==> src/pkg/ssa_pkg.sv <==
// Shared constants and types of the SRAM-access SPI link, both ends
package ssa_pkg;
  // Timing of the link clock
  localparam int CLK_PERIOD_NS = 10;
  localparam int SCLK_PERIOD_NS = 160;
  localparam int SCLK_HALF_CYCLES = (SCLK_PERIOD_NS + 2 * CLK_PERIOD_NS - 1) / (2 * CLK_PERIOD_NS);
  // Frame buffer geometry
  localparam int BUF_DEPTH = 128;
  localparam int BUF_ADDR_W = 7;
  // Command byte layout
  localparam logic [2:0] CMD_SRAM_READ = 3'h0;
  localparam logic [2:0] CMD_SRAM_WRITE = 3'h2;
  localparam int CMD_REG_BIT = 7;
  localparam int CMD_REG_WR_BIT = 6;
  // Device register addresses
  localparam logic [5:0] REG_CTRL_ONE = 6'h04;
  localparam logic [5:0] REG_PART_NUMBER = 6'h1c;
  localparam logic [5:0] REG_VERSION_NUMBER = 6'h1d;
  localparam logic [5:0] REG_MAKER_CODE_LOW = 6'h1e;
  localparam logic [5:0] REG_MAKER_CODE_HIGH = 6'h1f;
  // Control register reset and field positions
  localparam logic [7:0] CTRL_ONE_RESET = 8'h20;
  localparam int CTRL_SRC_LSB = 2;
  localparam logic [7:0] STATUS_ECHO_RESET = 8'h00;
  // Sources of the first returned byte
  typedef enum logic [1:0] {
    SSA_SRC_ZERO = 2'b00,
    SSA_SRC_STATE = 2'b01,
    SSA_SRC_STRENGTH = 2'b10,
    SSA_SRC_IRQ = 2'b11
  } ssa_src_type;
  // Host register offsets and fields
  localparam logic [3:0] HOST_REG_TX = 4'h0;
  localparam logic [3:0] HOST_REG_RX = 4'h4;
  localparam logic [3:0] HOST_REG_STATUS = 4'h8;
  localparam int HOST_KEEP_BIT = 8;
  localparam logic [1:0] AXI_OKAY = 2'h0;
  localparam logic [1:0] AXI_SLVERR = 2'h2;
  // Host link sequencer states
  typedef enum logic [2:0] {
    SSA_ST_IDLE = 3'b000,
    SSA_ST_LOW = 3'b001,
    SSA_ST_HIGH = 3'b010,
    SSA_ST_TRAIL = 3'b011,
    SSA_ST_GAP = 3'b100
  } ssa_state_type;
endpackage

==> src/pkg/ssa_link_if.sv <==
// Four-wire SPI link between host end and device end
interface ssa_link_if;
  logic sel_n;
  logic sclk;
  logic mosi;
  logic miso;
  // Host drives select, clock and data out
  modport host (output sel_n, output sclk, output mosi, input miso);
  // Device answers on miso only
  modport device (input sel_n, input sclk, input mosi, output miso);
endinterface

==> src/rtl/ssa_device_end.sv <==
// Device end: SPI slave with SRAM random access, status byte and id registers
module ssa_device_end
  import ssa_pkg::*;
#(
  // Identity values, arbitrary
  parameter logic [7:0] PART_NUMBER_VALUE = 8'h5a,
  parameter logic [7:0] VERSION_NUMBER_VALUE = 8'h01,
  parameter logic [7:0] MAKER_CODE_LOW_VALUE = 8'h6b,
  parameter logic [7:0] MAKER_CODE_HIGH_VALUE = 8'h93,
  parameter int DEPTH = BUF_DEPTH
) (
  // System
  input wire logic clk_sys_i,
  input wire logic srst_i,
  // Link to the host
  ssa_link_if.device link,
  // Radio-side registers mirrored in the status byte
  input wire logic [7:0] transceiver_state_reg_i,
  input wire logic [7:0] signal_strength_reg_i,
  input wire logic [7:0] irq_status_reg_i,
  // Control register as seen by the radio
  output logic [7:0] transceiver_control_one_o,
  // Access violation interrupt of the random access path
  output logic buffer_access_violation_irq_o
);

  // Synchroniser chains: [0] meta, [1] stable, [2] edge history on select and clock only
  logic [2:0] sel_sync;
  logic [2:0] sclk_sync;
  logic [1:0] mosi_sync;

  // Link framing state
  logic [2:0] bit_cnt;
  logic [1:0] byte_cnt;
  logic [7:0] rx_shift;
  logic [7:0] tx_shift;
  logic [7:0] cmd;
  logic [BUF_ADDR_W-1:0] addr;

  // Payload store; the length byte lives elsewhere
  logic [7:0] frame_payload [DEPTH];

  // Decoded strobes
  logic sel_active;
  logic sel_fall;
  logic sclk_rise;
  logic sclk_fall;
  logic byte_done;
  logic [7:0] rx_byte;
  logic is_reg;
  logic is_sram_rd;
  logic is_sram_wr;
  logic [7:0] next_byte;

  // Status byte chosen by the source field
  function automatic logic [7:0] status_echo_byte(input logic [7:0] ctrl,
                                                  input logic [7:0] state_v,
                                                  input logic [7:0] rssi_v,
                                                  input logic [7:0] irq_v);
    ssa_src_type src;
    src = ssa_src_type'(ctrl[CTRL_SRC_LSB+1:CTRL_SRC_LSB]);
    case (src)
      SSA_SRC_ZERO: status_echo_byte = STATUS_ECHO_RESET;
      SSA_SRC_STATE: status_echo_byte = state_v;
      SSA_SRC_STRENGTH: status_echo_byte = rssi_v;
      SSA_SRC_IRQ: status_echo_byte = irq_v;
      default: status_echo_byte = STATUS_ECHO_RESET;
    endcase
  endfunction

  // Register read decode; unknown addresses read zero
  function automatic logic [7:0] reg_read(input logic [5:0] a,
                                          input logic [7:0] ctrl);
    case (a)
      REG_CTRL_ONE: reg_read = ctrl;
      REG_PART_NUMBER: reg_read = PART_NUMBER_VALUE;
      REG_VERSION_NUMBER: reg_read = VERSION_NUMBER_VALUE;
      REG_MAKER_CODE_LOW: reg_read = MAKER_CODE_LOW_VALUE;
      REG_MAKER_CODE_HIGH: reg_read = MAKER_CODE_HIGH_VALUE;
      default: reg_read = 8'h00;
    endcase
  endfunction

  // Two flops on every pin before use
  always_ff @(posedge clk_sys_i) begin
    if (srst_i) begin
      sel_sync <= 3'h7;
      sclk_sync <= 3'h0;
      mosi_sync <= 2'h0;
    end else begin
      sel_sync <= {sel_sync[1:0], link.sel_n};
      sclk_sync <= {sclk_sync[1:0], link.sclk};
      mosi_sync <= {mosi_sync[0], link.mosi};
    end
  end

  // Edges seen on the stable stages only
  assign sel_active = ~sel_sync[1];
  assign sel_fall = ~sel_sync[1] & sel_sync[2];
  assign sclk_rise = sel_active & sclk_sync[1] & ~sclk_sync[2];
  assign sclk_fall = sel_active & ~sclk_sync[1] & sclk_sync[2];
  assign rx_byte = {rx_shift[6:0], mosi_sync[1]};
  assign byte_done = sclk_rise && (bit_cnt == 3'h7);

  // Command classes
  // read and write codes
  assign is_sram_rd = (cmd[7:5] == CMD_SRAM_READ);
  assign is_sram_wr = (cmd[7:5] == CMD_SRAM_WRITE);
  assign is_reg = cmd[CMD_REG_BIT];

  // Bit counter restarts whenever select is high
  // partial byte dropped
  always_ff @(posedge clk_sys_i) begin
    if (srst_i || !sel_active) begin
      bit_cnt <= 3'h0;
    end else if (sclk_rise) begin
      bit_cnt <= bit_cnt + 3'h1;
    end
  end

  // Mosi sampled on the rising link edge, mode 0
  always_ff @(posedge clk_sys_i) begin
    if (srst_i) begin
      rx_shift <= 8'h00;
    end else if (sclk_rise) begin
      rx_shift <= rx_byte;
    end
  end

  // Byte position in the access, saturates at the data phase
  // first byte is the command
  always_ff @(posedge clk_sys_i) begin
    if (srst_i || !sel_active) begin
      byte_cnt <= 2'h0;
    end else if (byte_done && byte_cnt != 2'h2) begin
      byte_cnt <= byte_cnt + 2'h1;
    end
  end

  // Command byte capture
  always_ff @(posedge clk_sys_i) begin
    if (srst_i) begin
      cmd <= 8'h00;
    end else if (byte_done && byte_cnt == 2'h0) begin
      cmd <= rx_byte;
    end
  end

  // Address counter; top bit of the address byte is ignored
  // seven-bit start address
  // wraps silently, host keeps in range
  always_ff @(posedge clk_sys_i) begin
    if (srst_i) begin
      addr <= '0;
    end else if (byte_done && !is_reg && (is_sram_rd || is_sram_wr)) begin
      if (byte_cnt == 2'h1) begin
        addr <= rx_byte[BUF_ADDR_W-1:0];
      end else if (byte_cnt == 2'h2) begin
        addr <= addr + 1'b1;
      end
    end
  end

  // Payload writes happen only on a complete eighth bit
  // store at current address
  always_ff @(posedge clk_sys_i) begin
    if (byte_done && byte_cnt == 2'h2 && is_sram_wr) begin
      frame_payload[addr] <= rx_byte;
    end
  end

  // Control register, written by a register write to its address
  // read-write control register
  always_ff @(posedge clk_sys_i) begin
    if (srst_i) begin
      transceiver_control_one_o <= CTRL_ONE_RESET;
    end else if (byte_done && byte_cnt == 2'h1 && is_reg && cmd[CMD_REG_WR_BIT]
                 && cmd[5:0] == REG_CTRL_ONE) begin
      transceiver_control_one_o <= rx_byte;
    end
  end

  // Byte to load at the next byte boundary
  // buffer data from third byte
  always_comb begin
    next_byte = 8'h00;
    if (byte_cnt == 2'h1 && is_reg && !cmd[CMD_REG_WR_BIT]) begin
      next_byte = reg_read(cmd[5:0], transceiver_control_one_o);
    end else if (byte_cnt == 2'h2 && !is_reg && is_sram_rd) begin
      next_byte = frame_payload[addr];
    end
  end

  // Miso shifter: status loaded at select fall, shifts on falling edge
  // status byte first
  always_ff @(posedge clk_sys_i) begin
    if (srst_i || !sel_active) begin
      tx_shift <= 8'h00;
    end else if (sel_fall) begin
      tx_shift <= status_echo_byte(transceiver_control_one_o, transceiver_state_reg_i,
                                   signal_strength_reg_i, irq_status_reg_i);
    end else if (sclk_fall) begin
      // Count back at zero marks a finished byte
      if (bit_cnt == 3'h0) begin
        tx_shift <= next_byte;
      end else begin
        tx_shift <= {tx_shift[6:0], 1'b0};
      end
    end
  end

  // Msb of the shifter is the pin, straight from a flop
  assign link.miso = tx_shift[7];

  // Random access never reports violations
  // interrupt held low
  always_ff @(posedge clk_sys_i) begin
    if (srst_i) begin
      buffer_access_violation_irq_o <= 1'b0;
    end else begin
      buffer_access_violation_irq_o <= 1'b0;
    end
  end

  // Filler bytes on mosi are simply not decoded
  // filler ignored

endmodule

==> src/flat_wrapper.sv <==
// flat-port wrapper written by rule: the top's interface ports become plain ports
module ssa_device_end_flat import ssa_pkg::*;
#(
                               
  parameter logic [7:0] PART_NUMBER_VALUE = 8'h5a,
  parameter logic [7:0] VERSION_NUMBER_VALUE = 8'h01,
  parameter logic [7:0] MAKER_CODE_LOW_VALUE = 8'h6b,
  parameter logic [7:0] MAKER_CODE_HIGH_VALUE = 8'h93,
  parameter int DEPTH = BUF_DEPTH
)
  (clk_sys_i, srst_i, transceiver_state_reg_i, signal_strength_reg_i, irq_status_reg_i, transceiver_control_one_o, buffer_access_violation_irq_o, link_sel_n, link_sclk, link_mosi, link_miso);
  ssa_link_if link_i ();
  input wire logic clk_sys_i;
  input wire logic srst_i;
  input wire logic [7:0] transceiver_state_reg_i;
  input wire logic [7:0] signal_strength_reg_i;
  input wire logic [7:0] irq_status_reg_i;
  output logic [7:0] transceiver_control_one_o;
  output logic buffer_access_violation_irq_o;
  input wire logic [$bits(link_i.sel_n)-1:0] link_sel_n;
  input wire logic [$bits(link_i.sclk)-1:0] link_sclk;
  input wire logic [$bits(link_i.mosi)-1:0] link_mosi;
  output wire logic [$bits(link_i.miso)-1:0] link_miso;
  assign link_i.sel_n = link_sel_n;
  assign link_i.sclk = link_sclk;
  assign link_i.mosi = link_mosi;
  assign link_miso = link_i.miso;
  ssa_device_end #(.PART_NUMBER_VALUE(PART_NUMBER_VALUE), .VERSION_NUMBER_VALUE(VERSION_NUMBER_VALUE), .MAKER_CODE_LOW_VALUE(MAKER_CODE_LOW_VALUE), .MAKER_CODE_HIGH_VALUE(MAKER_CODE_HIGH_VALUE), .DEPTH(DEPTH)) u_core (.clk_sys_i(clk_sys_i), .srst_i(srst_i), .link(link_i), .transceiver_state_reg_i(transceiver_state_reg_i), .signal_strength_reg_i(signal_strength_reg_i), .irq_status_reg_i(irq_status_reg_i), .transceiver_control_one_o(transceiver_control_one_o), .buffer_access_violation_irq_o(buffer_access_violation_irq_o));
endmodule
==> config.mk <==
export PLATFORM = sky130hd
export DESIGN_NAME = ssa_device_end_flat
export DESIGN_NICKNAME = d
export VERILOG_FILES = /design/src/pkg/ssa_pkg.sv /design/src/pkg/ssa_link_if.sv /design/src/rtl/ssa_device_end.sv /design/src/flat_wrapper.sv
export SDC_FILE = /design/constraint.sdc
export NUM_CORES = 1
export LEC_CHECK = 0
export BUFFER_PORTS_ARGS = -buffer_cell sky130_fd_sc_hd__buf_2
export CAP_MARGIN = 20
export CORE_AREA = 2 2 278 280
export CTS_CLUSTER_DIAMETER = 120
export CTS_CLUSTER_SIZE = 24
export DETAILED_ROUTE_END_ITERATION = 8
export DIE_AREA = 0 0 280 282
export GPL_ROUTABILITY_DRIVEN = 0
export GPL_TIMING_DRIVEN = 0
export PLACE_DENSITY = 0.75
export RECOVER_POWER = 100
export REMOVE_ABC_BUFFERS = 1
export SLEW_MARGIN = 20
export SYNTH_ARGS = -nofsm -noshare
export SYNTH_HDL_FRONTEND = slang
export SYNTH_SLANG_ARGS = --single-unit
==> constraint.sdc <==
create_clock -name clk_sys_i -period 3.1 [get_ports clk_sys_i]
set_clock_uncertainty 0.2 [all_clocks]
set_input_delay 0 -clock clk_sys_i [delete_from_list [all_inputs] [get_ports clk_sys_i]]
set_output_delay 0 -clock clk_sys_i [all_outputs]
set_load 0.02 [all_outputs]
==> results of run 1 <==
[state kept, by name (all words and copies together) (netlist names), named ones only]
name and flops:
u_core.cmd 8, u_core.byte_cnt 2, u_core.mosi_sync 2, u_core.sclk_sync 3, u_core.sel_sync 3, u_core.frame_payload 1024
u_core.bit_cnt 3, u_core.addr 7, u_core.transceiver_control_one_o 8, u_core.tx_shift 8, u_core.rx_shift 7
[report_power, final]
| part | internal (uW) | total [uW] | switching, uW |
|---|---|---|---|
| combinational | 61.0 | 154 | 92.9 |
| clock | 3230 | 7560 | 4330 |
| sequential | 15700 | 15800 | 29.2 |
| total | 19000 | 23500 | 4450 |
[through the flow]
stage	instance area (um2)	hold slack, ns	total power (uW)	util (%)	cells
final	47000	0.0719	23500	62.1	3292
after global routing	47000	0.101	24000	62.1	3292
after CTS	47000	0.00819	23500	62.0	3287
after detailed placement	44300	0.00227	16200	58.5	3149
after global placement	43500	-0.000950	16200	57.5	3116
after floorplan	42100	-0.133	16200	-	2101
[cell usage after synthesis (all sizes together), types with 24 or more instances]
cell,count
o21ai,24
mux2i,70
dfxtp,58
nand3,37
nand2,60
a22oi,45
buf,70
a21oi,37
clkbuf,59
edfxtp,1024
mux4,243
o22ai,33
nor2,215
[repair_timing]
action / 4_1_cts / 5_1_grt
hold buffers: 24 / 0
cloned: 6 / 1
buffers inserted: 12 / 4
gates resized for setup: 170 / 36
pin swaps: 4 / 2
hold endpoints to repair: 52 / 0
endpoints found under the setup margin: 1010 / 415
[critical path, cell delays in order, from the launching register on]
cell	delay, ns
sky130_fd_sc_hd__dfxtp_1	0.46
sky130_fd_sc_hd__nor3b_2	0.38
sky130_fd_sc_hd__nand3_1	0.37
sky130_fd_sc_hd__nor2_4	0.33
sky130_fd_sc_hd__buf_4	0.18
sky130_fd_sc_hd__nand3b_1	0.12
sky130_fd_sc_hd__buf_4	0.25
sky130_fd_sc_hd__nor2_2	0.46
[area by class of cell]
class,instances,area [um2],area share [%]
inverters,12,48.8,0.104
multi-input cells,1007,10900,23.1
clock inverters,3,55.1,0.117
clock buffers,93,1460,3.09
repair buffers,117,1470,3.12
well taps,978,1220,2.60
flip-flops and latches,1082,31900,67.9
[metal layers]
layer / vias to the layer above / global-route usage, % / part of all wire (%)
li1: 9183 / - / -
met2: 1409 / 39.2 / 47
met4: 0 / 9.93 / 4.4
met3: 246 / 4.72 / 10
met1: 11500 / 36.4 / 39
met5: - / 0 / 0
[cell families (layout without fill, tap and decap cells)]
| family | after synthesis | in the layout |
|---|---|---|
| mux | 326 | 326 |
| other cells | 1 | 1 |
| simple gates | 442 | 442 |
| xor+xnor | 3 | 3 |
| fa+ha+maj | 7 | 7 |
| compound gates | 228 | 228 |
| flops | 1082 | 1082 |
| buf+inv | 141 | 225 |
[path summary, 6_finish.rpt]
| check | startpoint | endpoint | slack [ns] | depth (start not counted) |
|---|---|---|---|---|
| setup reg to reg | u_core.sclk_sync[1] | u_core.frame_payload[8][6] | -0.007 | 7 |
| hold reg to reg | u_core.sel_sync[0] | u_core.sel_sync[1] | 0.22 | 1 |
| hold / removal | irq_status_reg_i[1] | u_core.tx_shift[1] | 0.07 | 6 |
| setup / recovery | u_core.sclk_sync[1] | u_core.frame_payload[8][6] | -0.007 | 7 |
==> impl_metrics.prom, run 1 <==
# TYPE chip_impl_metric gauge
chip_impl_info{name="synthTopCellsByArea",value="sky130_fd_sc_hd__edfxtp_1 72%, sky130_fd_sc_hd__mux4_2 13%, sky130_fd_sc_hd__dfxtp_1 2.7%"} 1
chip_impl_metric{name="detail-route-antenna-nets",unit=""} 0
chip_impl_metric{name="clk_pin_slew",unit="ns"} 0.10
chip_impl_metric{name="mappedNetlistArea",unit="mm2"} 0.0429
chip_impl_info{name="largest_family_of_logic_cells_by_synthesized_area",value="multiplexers"} 1
chip_impl_metric{name="synth.distinct_cells",unit=""} 72
chip_impl_info{name="tritoncts",value="built"} 1
chip_impl_metric{name="wl_per_cell",unit="um"} 30.3
chip_impl_metric{name="total_leakage_power",unit="uW"} 0.0138
chip_impl_metric{name="antenna_cells",unit=""} 0
chip_impl_info{name="grt_setup_unrepaired",value="yes"} 1
chip_impl_metric{name="post_synth.cell_area_avg",unit="um2"} 19.3
chip_impl_metric{name="maxClockFrequency",unit="MHz"} 322
chip_impl_metric{name="die_w",unit="um"} 280
chip_impl_metric{name="critical_path_required",unit="ns"} 3.18
chip_impl_metric{name="final_nets",unit=""} 2307
chip_impl_metric{name="port-buffer-count",unit=""} 37
chip_impl_metric{name="fillerInstances",unit=""} 4930
chip_impl_metric{name="maximum_number_of_pins_on_one_net_before_global_route_repair",unit=""} 78
chip_impl_info{name="final_common_cell",value="sky130_fd_sc_hd__edfxtp_1"} 1
chip_impl_metric{name="ctsLongestPathBuffers",unit=""} 3
chip_impl_metric{name="grt_usage",unit="%"} 25.3
chip_impl_metric{name="timing.final.ws_setup",unit="ns"} -0.00669
chip_impl_info{name="min-delay-path-class",value="input pin to flip-flop"} 1
chip_impl_metric{name="synth_top_area_share",unit="%"} 71.6
chip_impl_info{name="path_class",value="flip-flop to flip-flop"} 1
chip_impl_metric{name="vdd.ir_drop.worst",unit="uV"} 404
chip_impl_info{name="violations",value="capacitance limit, slew limit, setup timing"} 1
chip_impl_metric{name="grt_first_pass_wirelength",unit="um"} 146000
chip_impl_metric{name="drt_wl_total",unit="um"} 99600
chip_impl_info{name="synthDominantAreaCellType",value="sky130_fd_sc_hd__edfxtp_1"} 1
chip_impl_metric{name="shortest_clock_period_the_worst_path_allows_after_layout",unit="ns"} 3.11
chip_impl_metric{name="post_synthesis_adder_cell_area_fraction",unit="%"} 0.204
chip_impl_info{name="synth-main-ff-cell",value="sky130_fd_sc_hd__edfxtp_1"} 1
chip_impl_metric{name="summed_negative_setup_slack_over_all_endpoints",unit="ns"} -0.0404
chip_impl_metric{name="synth_seq_area_share",unit="%"} 74.3
chip_impl_metric{name="yosysWarningCount",unit=""} 0
chip_impl_metric{name="simple_gate_fraction_of_synth_area",unit="%"} 4.94
chip_impl_metric{name="floorplan.die_area",unit="mm2"} 0.0790
chip_impl_metric{name="syn_inst",unit=""} 2230
chip_impl_metric{name="dp.final_hpwl",unit="um"} 60600
chip_impl_metric{name="grt_remaining_overflow",unit=""} 0
chip_impl_metric{name="multiplexer_fraction_of_the_synthesized_cell_area",unit="%"} 14.7
chip_impl_metric{name="complex_gate_fraction_of_the_synthesized_area",unit="%"} 3.65
chip_impl_metric{name="first_pass_iters",unit=""} 6
chip_impl_metric{name="fraction_of_layout_instances_using_a_drive_strength_above_1",unit="%"} 25.0
chip_impl_metric{name="drv_cap",unit=""} 3
chip_impl_metric{name="floorplan.initialDensity",unit="%"} 56.7
chip_impl_metric{name="timing_worst_slew_pin_value",unit="ns"} 2.34
chip_impl_metric{name="cts_buffers",unit=""} 51
chip_impl_info{name="timing.critical_path.from_type",value="flip-flop"} 1
chip_impl_metric{name="core_area",unit="mm2"} 0.0757
chip_impl_metric{name="cp.arrival",unit="ns"} 3.18
chip_impl_info{name="worst_setup_path_end_kind",value="flip-flop"} 1
chip_impl_metric{name="hold_violations",unit=""} 0
chip_impl_metric{name="dr_drc_count",unit=""} 0
chip_impl_metric{name="power_per_cell_area",unit="mW/mm2"} 499
chip_impl_metric{name="worst_skew_pair.late_latency",unit="ns"} 0.65
chip_impl_metric{name="preCtsSetupSlack",unit="ns"} -0.862
chip_impl_metric{name="ys_seq_elements",unit=""} 1082
chip_impl_metric{name="htree_num_levels",unit=""} 2
chip_impl_metric{name="worst_slew_margin_rel",unit="%"} -56.4
chip_impl_metric{name="synth_edf_count",unit=""} 1024
chip_impl_metric{name="grt_pass1_vias",unit=""} 22100
chip_impl_info{name="final_cell_mix",value="1,024 x sky130_fd_sc_hd__edfxtp_1, 243 x sky130_fd_sc_hd__mux4_2, 90 x sky130_fd_sc_hd__nor2_1"} 1
chip_impl_metric{name="placement_rows",unit=""} 101
chip_impl_metric{name="crit_path_max_fanout",unit=""} 8
chip_impl_metric{name="postSynth.asyncResetShare",unit="%"} 0
chip_impl_metric{name="detailedRoute.firstIterationViolations",unit=""} 3030
chip_impl_metric{name="via_per_inst",unit=""} 6.78
chip_impl_metric{name="setup_violations",unit=""} 10
chip_impl_metric{name="antenna_violations_before_repair",unit=""} 0
chip_impl_metric{name="detailroute.via_count",unit=""} 22300
chip_impl_info{name="clock_tree.root_cell",value="sky130_fd_sc_hd__clkbuf_16"} 1
chip_impl_metric{name="finalMaxSlewViolations",unit=""} 173
chip_impl_metric{name="die_h",unit="um"} 282
chip_impl_metric{name="fin_crit_sh",unit="%"} 100
chip_impl_metric{name="io-pin-count",unit=""} 39
chip_impl_metric{name="cts.sinks",unit=""} 1082
chip_impl_metric{name="xor_xnor_share_of_the_synthesized_area",unit="%"} 0.0612
chip_impl_info{name="outcome",value="finished, violations left"} 1
chip_impl_metric{name="area_growth_syn_to_layout",unit="%"} 9.55
Power figures use the tool's default switching activity.
==> inputs of run 2 (changes only) <==
--- a/config.mk
+++ b/config.mk
@@ -7,14 +7,15 @@
 export LEC_CHECK = 0
 export BUFFER_PORTS_ARGS = -buffer_cell sky130_fd_sc_hd__buf_2
 export CAP_MARGIN = 20
-export CORE_AREA = 2 2 278 280
+export CORE_AREA = 2 2 273 275
+export CTS_BUF_LIST = sky130_fd_sc_hd__clkbuf_8
 export CTS_CLUSTER_DIAMETER = 120
 export CTS_CLUSTER_SIZE = 24
 export DETAILED_ROUTE_END_ITERATION = 8
-export DIE_AREA = 0 0 280 282
+export DIE_AREA = 0 0 275 277
 export GPL_ROUTABILITY_DRIVEN = 0
 export GPL_TIMING_DRIVEN = 0
-export PLACE_DENSITY = 0.75
+export PLACE_DENSITY = 0.78
 export RECOVER_POWER = 100
 export REMOVE_ABC_BUFFERS = 1
 export SLEW_MARGIN = 20
==> impl_metrics.prom, run 2 (synthesis gave the netlist of run 1 again) <==
# TYPE chip_impl_metric gauge
chip_impl_metric{name="port-buffer-count",unit=""} 37
chip_impl_info{name="grt_setup_unrepaired",value="yes"} 1
chip_impl_info{name="crit_chain",value="nor3b_2 > nand3_2 > nor2_4 > nand3_1 > nor2_2"} 1
chip_impl_metric{name="finalCoreUtilization",unit="%"} 63.2
chip_impl_info{name="timing.critical_path.from",value="u_core.sel_sync[1]"} 1
chip_impl_metric{name="design_power_total",unit="uW"} 21700
chip_impl_metric{name="finalMaxSlewViolations",unit=""} 202
chip_impl_info{name="timing.critical_path.from_type",value="flip-flop"} 1
chip_impl_metric{name="placement_rows",unit=""} 100
chip_impl_metric{name="via_per_inst",unit=""} 6.87
chip_impl_metric{name="timing.final.ws_setup",unit="ns"} -0.0715
chip_impl_metric{name="clk_pin_slew",unit="ns"} 0.14
chip_impl_metric{name="maxClockFrequency",unit="MHz"} 315
chip_impl_metric{name="detail-route-antenna-nets",unit=""} 0
chip_impl_metric{name="area_growth_syn_to_layout",unit="%"} 8.36
chip_impl_metric{name="shortest_clock_period_the_worst_path_allows_after_layout",unit="ns"} 3.17
chip_impl_metric{name="grt_remaining_overflow",unit=""} 0
chip_impl_metric{name="cts.sinks",unit=""} 1082
chip_impl_metric{name="drt_wl_total",unit="um"} 101000
chip_impl_metric{name="floorplan.die_area",unit="mm2"} 0.0762
chip_impl_metric{name="drv_cap",unit=""} 4
chip_impl_metric{name="maximum_single_stage_delay_on_the_critical_path",unit="ns"} 0.66
chip_impl_info{name="min-delay-path-class",value="flip-flop to flip-flop"} 1
chip_impl_metric{name="maximum_number_of_pins_on_one_net_before_global_route_repair",unit=""} 78
chip_impl_metric{name="fin_crit_sh",unit="%"} 102
chip_impl_metric{name="io-pin-count",unit=""} 39
chip_impl_info{name="clock_tree.root_cell",value="sky130_fd_sc_hd__clkbuf_8"} 1
chip_impl_metric{name="final_nets",unit=""} 2321
chip_impl_metric{name="stdcell_area",unit="mm2"} 0.0465
chip_impl_info{name="rr_startpoint",value="u_core.sel_sync[1]"} 1
chip_impl_metric{name="critical_path_required",unit="ns"} 3.28
chip_impl_metric{name="cts_buffers",unit=""} 51
chip_impl_metric{name="gr-usage-met1",unit="%"} 38.4
chip_impl_info{name="tritoncts",value="built"} 1
chip_impl_metric{name="ff2ff_path_depth",unit=""} 5
chip_impl_metric{name="met3_routing_resource_usage_after_global_routing",unit="%"} 5.51
chip_impl_metric{name="die_w",unit="um"} 275
chip_impl_metric{name="htree_num_levels",unit=""} 2
chip_impl_metric{name="r2r_slack",unit="ns"} -0.07
chip_impl_metric{name="die_h",unit="um"} 277
chip_impl_metric{name="hold_violations",unit=""} 0
chip_impl_metric{name="dp.final_hpwl",unit="um"} 61500
chip_impl_metric{name="grt_pass1_vias",unit=""} 22200
chip_impl_metric{name="first_pass_iters",unit=""} 8
chip_impl_metric{name="setup_violations",unit=""} 25
chip_impl_metric{name="antenna_violations_before_repair",unit=""} 1
chip_impl_metric{name="grt_usage",unit="%"} 26.5
chip_impl_metric{name="summed_negative_setup_slack_over_all_endpoints",unit="ns"} -0.878
chip_impl_metric{name="preCtsSetupSlack",unit="ns"} -0.799
chip_impl_metric{name="fraction_of_layout_instances_using_a_drive_strength_above_1",unit="%"} 25.4
chip_impl_info{name="path_class",value="flip-flop to flip-flop"} 1
chip_impl_info{name="worst_setup_path_end_kind",value="flip-flop"} 1
chip_impl_metric{name="wl_per_cell",unit="um"} 30.7
chip_impl_metric{name="detailedRoute.firstIterationViolations",unit=""} 3653
chip_impl_metric{name="floorplan.initialDensity",unit="%"} 58.4
chip_impl_metric{name="ctsLongestPathBuffers",unit=""} 3
chip_impl_metric{name="vdd.ir_drop.worst",unit="uV"} 278
chip_impl_metric{name="worst_slew_margin_rel",unit="%"} -52.4
chip_impl_metric{name="grt_first_pass_wirelength",unit="um"} 147000
chip_impl_info{name="max_flop_register",value="u_core.frame_payload"} 1
chip_impl_info{name="violations",value="capacitance limit, slew limit, setup timing"} 1
chip_impl_metric{name="cp.arrival",unit="ns"} 3.35
chip_impl_metric{name="timing.hold.worst_path_depth",unit=""} 1
chip_impl_metric{name="total_leakage_power",unit="uW"} 0.0137
chip_impl_info{name="hold_path.startpoint",value="u_core.sel_sync[0]"} 1
chip_impl_metric{name="grt_use_met2",unit="%"} 40.8
chip_impl_metric{name="crit_path_max_fanout",unit=""} 8
chip_impl_info{name="critPathSlowestCell",value="sky130_fd_sc_hd__nor2_2"} 1
chip_impl_metric{name="detailroute.via_count",unit=""} 22700
chip_impl_metric{name="largest_register_ffs",unit=""} 1024
chip_impl_metric{name="placed_cell_area",unit="mm2"} 0.0443
chip_impl_metric{name="timing_worst_slew_pin_value",unit="ns"} 2.28
chip_impl_metric{name="core_area",unit="mm2"} 0.0736
chip_impl_info{name="final_cell_mix",value="1,024 x sky130_fd_sc_hd__edfxtp_1, 243 x sky130_fd_sc_hd__mux4_2, 89 x sky130_fd_sc_hd__nor2_1"} 1
chip_impl_info{name="grt-busiest-layer",value="met2"} 1
chip_impl_metric{name="power_per_cell_area",unit="mW/mm2"} 465
chip_impl_info{name="outcome",value="finished, violations left"} 1
chip_impl_metric{name="worst_skew_pair.late_latency",unit="ns"} 0.75
chip_impl_metric{name="dr_drc_count",unit=""} 0
chip_impl_info{name="final_common_cell",value="sky130_fd_sc_hd__edfxtp_1"} 1
[run 2: area by class of cell]
cell class / instances / area (um2)
Antenna cell: 1 / 2.50
Multi-Input combinational cell: 1007 / 10800
Sequential cell: 1082 / 31900
Inverter: 12 / 48.8
Clock buffer: 51 / 702
Tap cell: 969 / 1210
Timing Repair Buffer: 131 / 1580
Fill cell: 4780 / 27000
Clock inverter: 45 / 206
[run 2: path summary, 6_finish.rpt]
kind | end
worst min-delay path | u_core.sel_sync[1]
worst min register to register | u_core.sel_sync[1]
worst max-delay path | u_core.frame_payload[74][0]
worst max register to register | u_core.frame_payload[74][0]
[run 2: repair_timing]
| item | in CTS | in global routing |
|---|---|---|
| setup endpoints to repair | 1004 | 885 |
| gates resized for setup | 135 | 65 |
| pin swaps | 2 | 2 |
| hold buffers | 26 | 0 |
| cloned | 7 | 0 |
| hold endpoints to repair | 52 | 0 |
| setup buffers | 15 | 13 |
[run 2: report_power, final]
part / leakage (uW) / total, uW / internal (uW) / switching, uW
clock: 0.000597 / 5720 / 1590 / 4130
combinational: 0.00321 / 162 / 64.8 / 97.4
sequential: 0.00993 / 15800 / 15700 / 28.2
[run 2: routing by layer]
metal	vias to the layer above	share of wire (%)
li1	9183	-
met1	11600	37
met2	1602	48
met3	216	11
met4	0	3.4
met5	-	0
[run 2: stage by stage]
stage	hold slack [ns]	cells
finish	0.253	3298
global route	0.255	3298
CTS	0.146	3284
detailed placement	0.0596	3140
global placement	0.0630	3107
floorplan	-0.133	2101
[run 2: critical path, delay by kind of cell (launching register included)]
family / cells / cell delay, ns
and+or+nand+nor: 5 / 2.21
DFF: 1 / 0.41
